[config.mk]
export PLATFORM = sky130hd
export DESIGN_NAME = eltc_top
export DESIGN_NICKNAME = d
export VERILOG_FILES = /design/src/rtl/eltc_pkg.sv /design/src/rtl/eltc_reply_fmt.sv /design/src/rtl/eltc_top.sv
export SDC_FILE = /design/constraint.sdc
export NUM_CORES = 1
export LEC_CHECK = 0
export ABC_AREA = 0
export ABC_CLOCK_PERIOD_IN_PS = 25600
export CAP_MARGIN = 20
export CORE_ASPECT_RATIO = 0.7
export CORE_MARGIN = 2
export CORE_UTILIZATION = 60
export DETAILED_ROUTE_END_ITERATION = 6
export DONT_BUFFER_PORTS = 1
export PLACE_DENSITY = 0.79
export SYNTH_ARGS = -nofsm -noshare
export SYNTH_HDL_FRONTEND = slang
export SYNTH_SLANG_ARGS = --single-unit
[constraint.sdc]
create_clock -name clk_in -period 25.6 [get_ports clk_in]
set_input_delay 1.28 -clock clk_in [delete_from_list [all_inputs] [get_ports clk_in]]
set_output_delay 1.28 -clock clk_in [all_outputs]
set_load 0.02 [all_outputs]
[src/rtl/eltc_pkg.sv]
// Package with shared constants and carrier types for the line trigger control block
package eltc_pkg;

  // ----------------------------------------
  // Register field positions and reset value
  // ----------------------------------------
  localparam int unsigned PIX_SEL_LSB   = 0;
  localparam int unsigned SOS_SRC_BIT   = 2;
  localparam int unsigned HYST_LSB      = 3;
  localparam int unsigned QUAD_BIT      = 5;
  localparam int unsigned BIDIR_BIT     = 6;
  localparam int unsigned ADV_BIT       = 7;
  localparam logic [7:0]  CFG_RESET     = 8'h00;
  localparam int unsigned CFG_MAX       = 255;

  // ----------------------------------------
  // Hysteresis counts, divider and counter widths
  // ----------------------------------------
  localparam logic [7:0]  HYST_CNT_1    = 8'h04;
  localparam logic [7:0]  HYST_CNT_2    = 8'h10;
  localparam logic [7:0]  HYST_CNT_3    = 8'h40;
  localparam int unsigned LINE_CNT_W    = 13;
  localparam int unsigned DIV_W         = 15;
  localparam logic [14:0] DIV_RESET     = 15'h0001;
  localparam int unsigned REPLY_DIGITS  = 5;

  // ----------------------------------------
  // Pixel select modes and acknowledge codes
  // ----------------------------------------
  typedef enum logic [1:0] {
    EL_PIX_NORMAL = 2'b00,
    EL_PIX_STATES = 2'b01,
    EL_PIX_LCNT8  = 2'b10,
    EL_PIX_MIXED  = 2'b11
  } eltc_pix_t;
  localparam logic ACK_OK   = 1'b0;
  localparam logic ACK_FAIL = 1'b1;

  // Configuration register fields
  typedef struct packed {
    logic      advanced_sync_enable;
    logic      bidirectional_enable;
    logic      quad_edge_enable;
    logic [1:0] hysteresis;
    logic      sos_source_select;
    eltc_pix_t pixel_select;
  } eltc_cfg_t;

  // Synchronised sync inputs
  typedef struct packed {
    logic frame_sync;
    logic sync_b;
    logic sync_a;
  } eltc_sync_t;

endpackage

[src/rtl/eltc_reply_fmt.sv]
// Binary to five digit ASCII decimal reply formatter
`timescale 1ns/1ns
module eltc_reply_fmt (
  // Clock and reset
  input  wire logic        clk_in,
  input  wire logic        rstn_in,
  // Request
  input  wire logic        start_in,
  input  wire logic [7:0]  value_in,
  // Reply
  output logic             busy_out,
  output logic             done_out,
  output logic [39:0]      ascii_out
);

  typedef struct packed {
    logic [16:0] rem;
    logic [2:0]  idx;
    logic        busy;
    logic        done;
    logic [39:0] text;
  } eltc_fmt_st_t;

  eltc_fmt_st_t s_q;
  eltc_fmt_st_t s_d;

  // Divisor per digit, most significant first
  function automatic logic [16:0] pow10(input logic [2:0] i);
    unique case (i)
      3'd0:    pow10 = 17'h0_2710;
      3'd1:    pow10 = 17'h0_03E8;
      3'd2:    pow10 = 17'h0_0064;
      3'd3:    pow10 = 17'h0_000A;
      default: pow10 = 17'h0_0001;
    endcase
  endfunction

  // One digit per cycle by repeated subtraction of at most nine steps folded into a loop
  always_comb begin
    logic [3:0]  dig;
    logic [16:0] r;
    dig = 4'h0;
    r   = s_q.rem;
    s_d = s_q;
    s_d.done = 1'b0;
    if (start_in && !s_q.busy) begin
      s_d.rem  = {9'h000, value_in};
      s_d.idx  = 3'd0;
      s_d.busy = 1'b1;
    end else if (s_q.busy) begin
      for (int k = 0; k < 9; k++) begin
        if (r >= pow10(s_q.idx)) begin
          r   = r - pow10(s_q.idx);
          dig = dig + 4'h1;
        end
      end
      s_d.rem  = r;
      s_d.text = {s_q.text[31:0], 4'h3, dig};
      if (s_q.idx == 3'(eltc_pkg::REPLY_DIGITS - 1)) begin
        s_d.busy = 1'b0;
        s_d.done = 1'b1;
      end
      s_d.idx = s_q.idx + 3'd1;
    end
  end

  // State register
  always_ff @(posedge clk_in) begin
    if (!rstn_in) begin
      s_q <= '0;
    end else begin
      s_q <= s_d;
    end
  end

  assign busy_out  = s_q.busy;
  assign done_out  = s_q.done;
  assign ascii_out = s_q.text;

endmodule

[src/rtl/eltc_top.sv]
// Line trigger control stage: sync input decode, trigger generation, divider, pixel tagging
`timescale 1ns/1ns
//
// Function
// - Basic mode triggers from the primary sync input only, chosen by bit 7 clear.
// - Advanced mode combines primary and secondary sync inputs under the config register.
// - Config write accepts 0 to 255 and acknowledges 0 for ok, 1 for fail.
// - Config read returns five ASCII decimal digits.
// - Bits 1:0 choose first pixel content: intensity, states, 8-bit or mixed counter.
// - States sit in bits 7:5 as frame, secondary, primary; lower bits zero.
// - Mixed mode puts counter 12:8 in pixel one, 7:0 in pixel two.
// - Bit 2 takes scan start from secondary input in external mode.
// - Bits 4:3 set hysteresis off, 4, 16 or 64 counts.
// - Bit 5 chooses falling primary edge or all four quadrature edges.
// - Bit 6 chooses forward only or both directions.
// - Forward-only mode discards all pulses from reverse motion.
// - Bit 7 clear makes bits 3 to 6 inactive.
// - Generated pulses feed the trigger divider.
// - Divider takes 1 to 32767 and passes one trigger per divisor count.
module eltc_top #(
  parameter int unsigned LCNT_W = eltc_pkg::LINE_CNT_W
) (
  // Clock and reset
  input  wire logic        clk_in,
  input  wire logic        rstn_in,
  // Sync pins
  input  wire logic        sync_a_in,
  input  wire logic        sync_b_in,
  input  wire logic        frame_sync_in,
  // Command port
  input  wire logic        cfg_write_in,
  input  wire logic [15:0] cfg_value_in,
  input  wire logic        div_write_in,
  input  wire logic [15:0] div_value_in,
  input  wire logic        trigger_mode_command_in,
  input  wire logic        read_sync_request_in,
  // Command answers
  output logic             ack_valid_out,
  output logic             ack_out,
  output logic             reply_valid_out,
  output logic [39:0]      reply_ascii_out,
  output logic [7:0]       line_trigger_config_out,
  // Trigger and pixel path
  output logic             trigger_pulse_out,
  output logic             scan_start_out,
  output logic             external_scan_start_out,
  input  wire logic        pixel_valid_in,
  input  wire logic        pixel_first_in,
  input  wire logic [15:0] pixel_in,
  output logic             pixel_valid_out,
  output logic [15:0]      pixel_out
);

  // ----------------------------------------
  // State
  // ----------------------------------------
  typedef struct packed {
    eltc_pkg::eltc_sync_t meta;
    eltc_pkg::eltc_sync_t sync;
    eltc_pkg::eltc_sync_t prev;
    eltc_pkg::eltc_cfg_t  cfg;
    logic [14:0]          div;
    logic [14:0]          div_cnt;
    logic signed [8:0]    pos;
    logic                 dir_rev;
    logic [LCNT_W-1:0]    lcnt;
    logic                 ack_v;
    logic                 ack;
    logic                 trig;
    logic                 scan_start;
    logic                 ext_sos;
    logic                 pix_v;
    logic                 second;
    logic [15:0]          pix;
  } eltc_st_t;

  eltc_st_t s_q;
  eltc_st_t s_d;

  logic              fmt_busy;
  logic              fmt_done;
  logic [39:0]       fmt_ascii;
  logic [7:0]        hyst;
  logic              raw_pulse;
  logic              step_fwd;
  logic              step_rev;
  logic              gen_pulse;
  logic              sos_edge;
  logic              turn;

  // ----------------------------------------
  // Combinational decode
  // ----------------------------------------

  // Hysteresis count chosen by bits 4:3
  always_comb begin
    unique case (s_q.cfg.hysteresis)
      2'b00:   hyst = 8'h00;
      2'b01:   hyst = eltc_pkg::HYST_CNT_1;
      2'b10:   hyst = eltc_pkg::HYST_CNT_2;
      default: hyst = eltc_pkg::HYST_CNT_3;
    endcase
  end

  // Quadrature step direction; forward when A leads B
  always_comb begin
    logic chg_a;
    logic chg_b;
    chg_a    = s_q.sync.sync_a ^ s_q.prev.sync_a;
    chg_b    = s_q.sync.sync_b ^ s_q.prev.sync_b;
    step_fwd = (chg_a && (s_q.sync.sync_a != s_q.sync.sync_b)) ||
               (chg_b && (s_q.sync.sync_a == s_q.sync.sync_b));
    step_rev = (chg_a || chg_b) && !step_fwd;
    // Single edge counts falling primary only, 4x counts every edge
    if (s_q.cfg.advanced_sync_enable && s_q.cfg.quad_edge_enable) begin
      raw_pulse = chg_a || chg_b;
    end else begin
      raw_pulse = s_q.prev.sync_a && !s_q.sync.sync_a;
    end
  end

  // A step against the last direction opens the hysteresis window, this step included
  assign turn = s_q.cfg.advanced_sync_enable && (step_fwd || step_rev) &&
                (step_rev != s_q.dir_rev) && (hyst != 8'h00);

  // Direction filter and hysteresis gate; bit 7 low bypasses them all
  always_comb begin
    logic rev_now;
    rev_now = s_q.cfg.quad_edge_enable ? step_rev : !s_q.sync.sync_b;
    if (!s_q.cfg.advanced_sync_enable) begin
      gen_pulse = raw_pulse;
    end else if (s_q.pos != 9'sd0 || turn) begin
      gen_pulse = 1'b0;
    end else if (!s_q.cfg.bidirectional_enable && rev_now) begin
      gen_pulse = 1'b0;
    end else begin
      gen_pulse = raw_pulse;
    end
  end

  // Scan start edge source: trigger pulse, or falling secondary in external mode with bit 2 set
  assign sos_edge = (trigger_mode_command_in && s_q.cfg.sos_source_select) ?
                    (s_q.prev.sync_b && !s_q.sync.sync_b) : s_q.trig;

  // ----------------------------------------
  // Next state
  // ----------------------------------------
  always_comb begin
    s_d       = s_q;
    s_d.meta  = '{frame_sync: frame_sync_in, sync_b: sync_b_in, sync_a: sync_a_in};
    s_d.sync  = s_q.meta;
    s_d.prev  = s_q.sync;
    s_d.ack_v = 1'b0;
    s_d.trig  = 1'b0;
    s_d.scan_start   = sos_edge;
    s_d.ext_sos = trigger_mode_command_in && sos_edge;
    // Register writes with range checked acknowledge
    if (cfg_write_in) begin
      s_d.ack_v = 1'b1;
      if (cfg_value_in <= 16'(eltc_pkg::CFG_MAX)) begin
        s_d.cfg = eltc_pkg::eltc_cfg_t'(cfg_value_in[7:0]);
        s_d.ack = eltc_pkg::ACK_OK;
      end else begin
        s_d.ack = eltc_pkg::ACK_FAIL;
      end
    end else if (div_write_in) begin
      s_d.ack_v = 1'b1;
      if (div_value_in != 16'h0000 && !div_value_in[15]) begin
        s_d.div     = div_value_in[14:0];
        s_d.div_cnt = 15'h0000;
        s_d.ack     = eltc_pkg::ACK_OK;
      end else begin
        s_d.ack = eltc_pkg::ACK_FAIL;
      end
    end
    // Direction is tracked on every advanced-mode step, so enabling hysteresis within advanced mode never compares
    // against a stale direction; the turning step is the first suppressed count
    if (s_q.cfg.advanced_sync_enable && (step_fwd || step_rev)) begin
      s_d.dir_rev = step_rev;
      if (turn) begin
        s_d.pos = 9'(hyst - 8'h01);
      end else if (s_q.pos != 9'sd0) begin
        s_d.pos = s_q.pos - 9'sd1;
      end
    end
    // Divider: pass one trigger per divisor count of generated pulses
    if (gen_pulse) begin
      if (s_q.div_cnt + 15'h0001 >= s_q.div) begin
        s_d.div_cnt = 15'h0000;
        s_d.trig    = 1'b1;
      end else begin
        s_d.div_cnt = s_q.div_cnt + 15'h0001;
      end
    end
    // Line counter wraps naturally at its width
    if (sos_edge) begin
      s_d.lcnt = LCNT_W'(s_q.lcnt + 1'b1);
    end
    // Pixel tagging of the first pixel of a line, and of the second in mixed mode
    s_d.pix_v  = pixel_valid_in;
    s_d.pix    = pixel_in;
    if (pixel_valid_in) begin
      s_d.second = pixel_first_in;
      unique case (s_q.cfg.pixel_select)
        eltc_pkg::EL_PIX_NORMAL: s_d.pix = pixel_in;
        eltc_pkg::EL_PIX_STATES: begin
          if (pixel_first_in) begin
            s_d.pix = {pixel_in[15:8], s_q.sync.frame_sync, s_q.sync.sync_b,
                       s_q.sync.sync_a, 5'b00000};
          end
        end
        eltc_pkg::EL_PIX_LCNT8: begin
          if (pixel_first_in) begin
            s_d.pix = {pixel_in[15:8], s_q.lcnt[7:0]};
          end
        end
        eltc_pkg::EL_PIX_MIXED: begin
          if (pixel_first_in) begin
            s_d.pix = {pixel_in[15:8], s_q.sync.frame_sync, s_q.sync.sync_b,
                       s_q.sync.sync_a, s_q.lcnt[12:8]};
          end else if (s_q.second) begin
            s_d.pix = {pixel_in[15:8], s_q.lcnt[7:0]};
          end
        end
      endcase
    end
  end

  // State register
  always_ff @(posedge clk_in) begin
    if (!rstn_in) begin
      s_q     <= '0;
      s_q.cfg <= eltc_pkg::eltc_cfg_t'(eltc_pkg::CFG_RESET);
      s_q.div <= eltc_pkg::DIV_RESET;
    end else begin
      s_q <= s_d;
    end
  end

  // ----------------------------------------
  // Read reply formatter
  // ----------------------------------------
  eltc_reply_fmt u_fmt (
    .clk_in    (clk_in),
    .rstn_in   (rstn_in),
    .start_in  (read_sync_request_in),
    .value_in  (s_q.cfg),
    .busy_out  (fmt_busy),
    .done_out  (fmt_done),
    .ascii_out (fmt_ascii)
  );

  // Outputs
  assign ack_valid_out           = s_q.ack_v;
  assign ack_out                 = s_q.ack;
  assign reply_valid_out         = fmt_done;
  assign reply_ascii_out         = fmt_ascii;
  assign line_trigger_config_out = s_q.cfg;
  assign trigger_pulse_out       = s_q.trig;
  assign scan_start_out          = s_q.scan_start;
  assign external_scan_start_out = s_q.ext_sos;
  assign pixel_valid_out         = s_q.pix_v;
  assign pixel_out               = s_q.pix;
endmodule

# Yosys cells after proc, flatten, opt, wreduce, memory -nomap -nowiden
# Index checks and enable logic that the tools add are counted.
[word_totals] ff_bits=144 input_bits=59 out_inout_bits=71 elab_cells=236
[classes] add_sub_neg=22 magnitude_cmp=11 n_eq_ne=13 n_mux=108 n_bitwise=6 reduce_logical=43
[ops] op="$mux W17" n=54
[ops] op="$ge A17 B17 Y1" n=9
[ops] op="$sub A17 B17 Y17" n=9
[ops] op="$mux W4" n=24
[ops] op="$mux W15" n=5
[ops] op="$pmux W16 S4" n=1
[ops] op="$pmux W14 S4" n=1
[ops] op="$mux W53" n=1
[ops] op="$add A4 B1 Y4 const B" n=8
[ops] op="$mux W8" n=4
[ops] op="$pmux W7 S3" n=1
[ops] op="$mux W9" n=2
[ops] op="$le A16 B8 Y1 const B" n=1
[ops] op="$mux W16" n=1
[ops] op="$reduce_bool A16 Y1" n=1
[ops] op="$add A15 B1 Y15 const B" n=1
[ops] op="$ge A15 B15 Y1" n=1
[ops] op="$logic_and A1 B1 Y1" n=14
[ops] op="$add A13 B1 Y13 const B" n=1
[ops] op="$mux W12" n=1
[ops] op="$mux W1" n=10
[ops] op="$reduce_bool A2 Y1" n=5
[ops] op="$reduce_bool A9 Y1" n=1
[ops] op="$sub A8 B1 Y9 const B" n=1
[ops] op="other kinds (22)" n=46

# Longest topological paths before layout
[logic_depth] ltp_word=76 depth_mapped=159 ltp_nobuf=151

# Cells and area by module
# Synthesis repeated with hierarchy kept, for this count alone.
[hier_totals] cells_unflattened=2034 hier_area_um2=15781.4
[modules_own_cells] mod="eltc_reply_fmt" n_inst=1 cells_per_inst=1492 area_each_um2=10895.4 seq_area_each_um2=940.9
[modules_own_cells] mod="eltc_top" n_inst=1 cells_per_inst=542 area_each_um2=4885.9 seq_area_each_um2=1841.8

# Least setup slack after synthesis
# Ideal clock, no wire load.
[synth_timing] path_kind="register -> register" from="register u_fmt.s_q[42] (netlist bit)" to="register u_fmt.s_q[61] (netlist bit)" setup_ns=0.132 arrival_ns=27.634 required_time_ns=25.468 setup_slack_ns=-2.167 stages_incl_launch_ff=149 n_path_buf=11 period_less_slack_ns=27.767 cell_sequence="dfxtp_1 inv_1 ha_1 o21ai_0 ha_1 a21oi_1 o22ai_1 o21bai_1 nand3_1 inv_2 clkbuf_1 o21ai_0 ha_1 o21a_1 o31a_1 o31a_1 o31ai_1 a211oi_4 [113 not listed] clkbuf_1 nor2_1 a21oi_1 ha_1 nor2b_1 o21ai_0 nand2b_1 a21o_1 a21o_1 a21o_1 a21o_1 a21o_1 a21o_1 a21o_1 o31a_1 or4_1 a31oi_1 a21oi_1"
[synth_between] elab_chain_len=39 elab_cells_between_ends=77 cone_classes="9 x add/sub; 9 x order compare; 3 x eq/ne; 55 x mux; 1 x reduce/logical"
[synth_rtl] item="start: declaration" line_no="eltc_reply_fmt.sv:24" text="eltc_fmt_st_t s_q;"
[synth_rtl] item="start signal: assignment" line_no="eltc_reply_fmt.sv:70" text="s_q <= '0;"
[synth_rtl] item="start signal: assignment" line_no="eltc_reply_fmt.sv:72" text="s_q <= s_d;"
[synth_rtl] item="$eq A3 B2 Y1, or another cell as far along" line_no="eltc_reply_fmt.sv:29" text="unique case (i)"
[synth_rtl] item="$pmux W14 S4 *" line_no="eltc_reply_fmt.sv:29"
[synth_rtl] item="$mux W17" line_no="eltc_reply_fmt.sv:52" text="if (r >= pow10(s_q.idx)) begin"
[synth_rtl] item="$mux W17" line_no="eltc_reply_fmt.sv:50" text="end else if (s_q.busy) begin"
[synth_rtl] item="$mux W17" line_no="eltc_reply_fmt.sv:46" text="if (start_in && !s_q.busy) begin"
[synth_rtl] item="$sub A17 B17 Y17" line_no="eltc_reply_fmt.sv:53" text="r = r - pow10(s_q.idx);"
[synth_rtl] item="$mux W17" line_no="eltc_reply_fmt.sv:52"
[synth_rtl] item="$mux W17" line_no="eltc_reply_fmt.sv:50"
[synth_rtl] item="[23 not listed]"
[synth_rtl] item="$mux W17" line_no="eltc_reply_fmt.sv:50"
[synth_rtl] item="$mux W17" line_no="eltc_reply_fmt.sv:46"
[synth_rtl] item="$sub A17 B17 Y17 / $ge A17 B17 Y1 (equally long branches)" line_no="eltc_reply_fmt.sv:53, eltc_reply_fmt.sv:52"
[synth_rtl] item="$mux W17" line_no="eltc_reply_fmt.sv:52"
[synth_rtl] item="$mux W17" line_no="eltc_reply_fmt.sv:50"
[synth_rtl] item="$mux W17" line_no="eltc_reply_fmt.sv:46"
[synth_rtl] item="$sub A17 B17 Y17 / $ge A17 B17 Y1 (equally long branches)" line_no="eltc_reply_fmt.sv:53, eltc_reply_fmt.sv:52"
[synth_rtl] item="$mux W17 *" line_no="eltc_reply_fmt.sv:52"
# Every way passes the cells marked *; elsewhere a longest branch is shown, timed or not. The select of a mux whose other input is x is not followed.
# A chain may end at the register's enable or synchronous reset.

# Final worst setup path
[layout_timing] from="register u_fmt.s_q[43] (netlist bit)" to="register u_fmt.s_q[61] (netlist bit)"
# The elaborated chain is that of the path after synthesis.

==> metrics.md <==
| Metric | Value |
|---|---|
| Mean Syn Cell Area | `approximately 7.7 sq um` |
| Vias in the first global route | `roughly 14,000` |
| Total wire length | `46.7 mm` |
| Post-synth top area cell | `dfxtp_1` |
| Final #Nets | `2,273` |
| Cells after Synth | `about 2,000` |
| Worst EP required | `25,900 ps` |
| Clk slew on worst S/H paths | `60 ps` |
| Via density | `~6.5` |
| Via count | `15,500` |
| Register bit total from synthesis | `139` |
| Share of layout cells above drive strength 1 | `0.165` |
| Placed cell areas | `approximately 16,000 sq um` |
| Site Rows | `49` |
| Antenna Diode Count | `0` |
| Global route overflow | `0` |
| Effective utilization at floorplan | `0.608` |
| Placer Congestion | `0.997` |
| Minimum clock period | `24,310 ps` |
| Most used cell, CP | `o21ai_1` |
| IO Count | `130` |
| Post-route ant nets | `0` |
| Max-cap violations | `0` |
| Capturing element type of the critical path | `register` |
| CTS tree | `done` |
| Async S/R FF share, synth | `0` |
| Initial antenna violation count | `0` |
| Post-synthesis sequential area ratio | `0.179` |
| Die span in x | `~200 um` |
| Die ar. | `between 20,000 and 30,000 sq um` |
| EDFF count, synth | `0` |
| Slew margin rel. | `0.285` |
| Most common cell after layout, fill and taps aside | `nand2_1` |
| Number of port buffers | `0` |
| Final setup viols | `0` |
| # DRC | `0` |
| Synth warn | `0` |
| Initial detailed-routing violation count | `1,530` |
| Count of TritonRoute iterations in the first routing pass | `6` |
| CP Launch Type | `register` |
| Mapped Area | `15,600 sq um` |
| First-pass GRT wire length | `71.6 mm` |
| Status | `finished clean` |
| CP max-delay cell | `or4_1` |
| P&R area growth vs syn | `12.8%` |
| Total track usage | `0.320` |
| TritonCTS buffer count | `17` |
| Library cells used by synthesis | `110` |
| Worst Path Class, Setup | `reg -> reg` |
| Die Y | `around 140 um` |
| Tcrit/Tclk final | `0.950` |
| Main synth FF type | `dfxtp_1` |
| DR WL/cell | `19.4 um` |
| H-tree depth | `4` |
| Worst min-delay path class | `reg -> reg` |
| Fin Clk Skew | `9.52 ps` |
| Bufs on Longest Clock Path | `2` |
| WP data arrival | `24,610 ps` |
| Final instance area | `17,500 sq um` |
| Ranking of synthesized cells by area | `dfxtp_1 18%, ha_1 12%, nand2_1 4.4%, mux2i_1 4.4%, o21ai_0 4.2%` |
| Root buf cell | `clkbuf_16` |
| DP HPWL | `around 34 mm` |
| Largest net degree at the start of global routing | `129` |
| Fin. Hold Viols | `0` |
| CP Max Fanout | `8` |
| Skew-Pair Late Insertion Delay | `420 ps` |
| Fin. max-slew vios | `0` |
| Worst-margin pin slew | `approximately 1100 ps` |
| Core area | `25,600 sq um` |
| Commonest cells after routing, fill and taps aside | `177 x nand2_1, 150 x nor2_1, 136 x dfxtp_1, 133 x buf_4, 126 x ha_1` |
| Slowest stage delay, CP | `between 500 and 600 ps` |
| Top cell type's share of synthesized area | `0.179` |
| Highest clock rate | `between 40 and 50 MHz` |
| Clock Sinks | `139` |
[layer usage]
metal,vias to the layer above,global-route usage,part of all wire
li1,7332,-,-
met1,7348,0.474,0.45
met2,760,0.474,0.43
met3,73,0.0727,0.11
met4,0,0.0586,0.013
met5,-,0,0
[layout make-up]
type / count / area (sq um)
well taps: 331 / 414
fillers: 2040 / 8020
flip-flops and latches: 139 / 2790
repair buffers: 146 / 1150
clock inverters: 10 / 140
clock buffers: 21 / 470
inverters: 86 / 330
multi-input cells: 1672 / 12300
[path summary, 6_finish.rpt]
| path | cells after the start | endpoint | start | slack, ps |
|---|---|---|---|---|
| max | 146 | u_fmt.s_q[61] | u_fmt.s_q[43] | 1290 |
| min | 1 | s_d[84] | s_d[87] | 430 |
| max reg2reg | 146 | u_fmt.s_q[61] | u_fmt.s_q[43] | 1290 |
| min reg2reg | 1 | s_d[84] | s_d[87] | 430 |
[what timing repair did]
item,in CTS,in global routing
pin swaps,6,51
resized for setup,26,122
buffers inserted,4,57
endpoints found under the setup margin,21,21
hold buffers,0,0
cloned,2,2
[critical path: cells and delay by family (launching register included)]
family	cells	cell delay [ps]
muxes	2	450
and+or+nand+nor	54	7560
AOI/OAI and AO/OA	72	12140
adders and majority gates	10	2650
buffers and inverters	8	1000
DFF	1	370
[cell usage after synthesis (all sizes together), types with 38 or more instances]
| cell | instances |
|---|---|
| nand3 | 38 |
| nor2b | 80 |
| inv | 85 |
| dfxtp | 139 |
| o31ai | 42 |
| o21ai | 142 |
| nand2b | 55 |
| xnor2 | 70 |
| nor2 | 155 |
| clkbuf | 55 |
| nand2 | 182 |
| ha | 143 |
| a21oi | 120 |
| a21o | 39 |
| and2 | 79 |
| buf | 82 |
| mux2i | 68 |
[cell families (layout without fill, tap and decap cells)]
family,count (synthesis),count (layout),share of synthesized area
flip-flops,139,139,0.179
XOR/XNOR,106,106,0.0597
AND/OR/NAND/NOR,751,752,0.256
multiplexers,92,92,0.0616
other,1,10,0.000241
adder cells (fa/ha/maj),152,152,0.127
buffers and inverters,223,263,0.0712
AO/OA/AOI/OAI,560,560,0.246
[registers in the layout, indices dropped and copies added, names as in the netlist]
name / flops
line_trigger_config_out: 8
ack_valid_out: 1
scan_start_out: 1
external_scan_start_out: 1
u_fmt.ascii_out: 25
s_q: 56
pixel_valid_out: 1
ack_out: 1
u_fmt.done_out: 1
trigger_pulse_out: 1
u_fmt.busy_out: 1
u_fmt.s_q: 20
s_d: 6
pixel_out: 16
[metrics by stage]
| step | utilization | hold slack (ps) | cells | setup slack [ps] | TNS (ps) |
|---|---|---|---|---|---|
| final | 0.686 | 428 | 2405 | 1290 | 0 |
| after global routing | 0.686 | 435 | 2405 | -487 | -7390 |
| after CTS | 0.652 | 426 | 2345 | 39.3 | 0 |
| after detailed placement | 0.622 | 417 | 2308 | -836 | -13960 |
| after global placement | 0.622 | 418 | 2308 | 36.8 | 0 |
| after floorplan | - | 412 | 2033 | 5.40 | 0 |
Power is not shown: default switching activity piles up to over one toggle a cycle in this logic, so the estimate is an artifact.
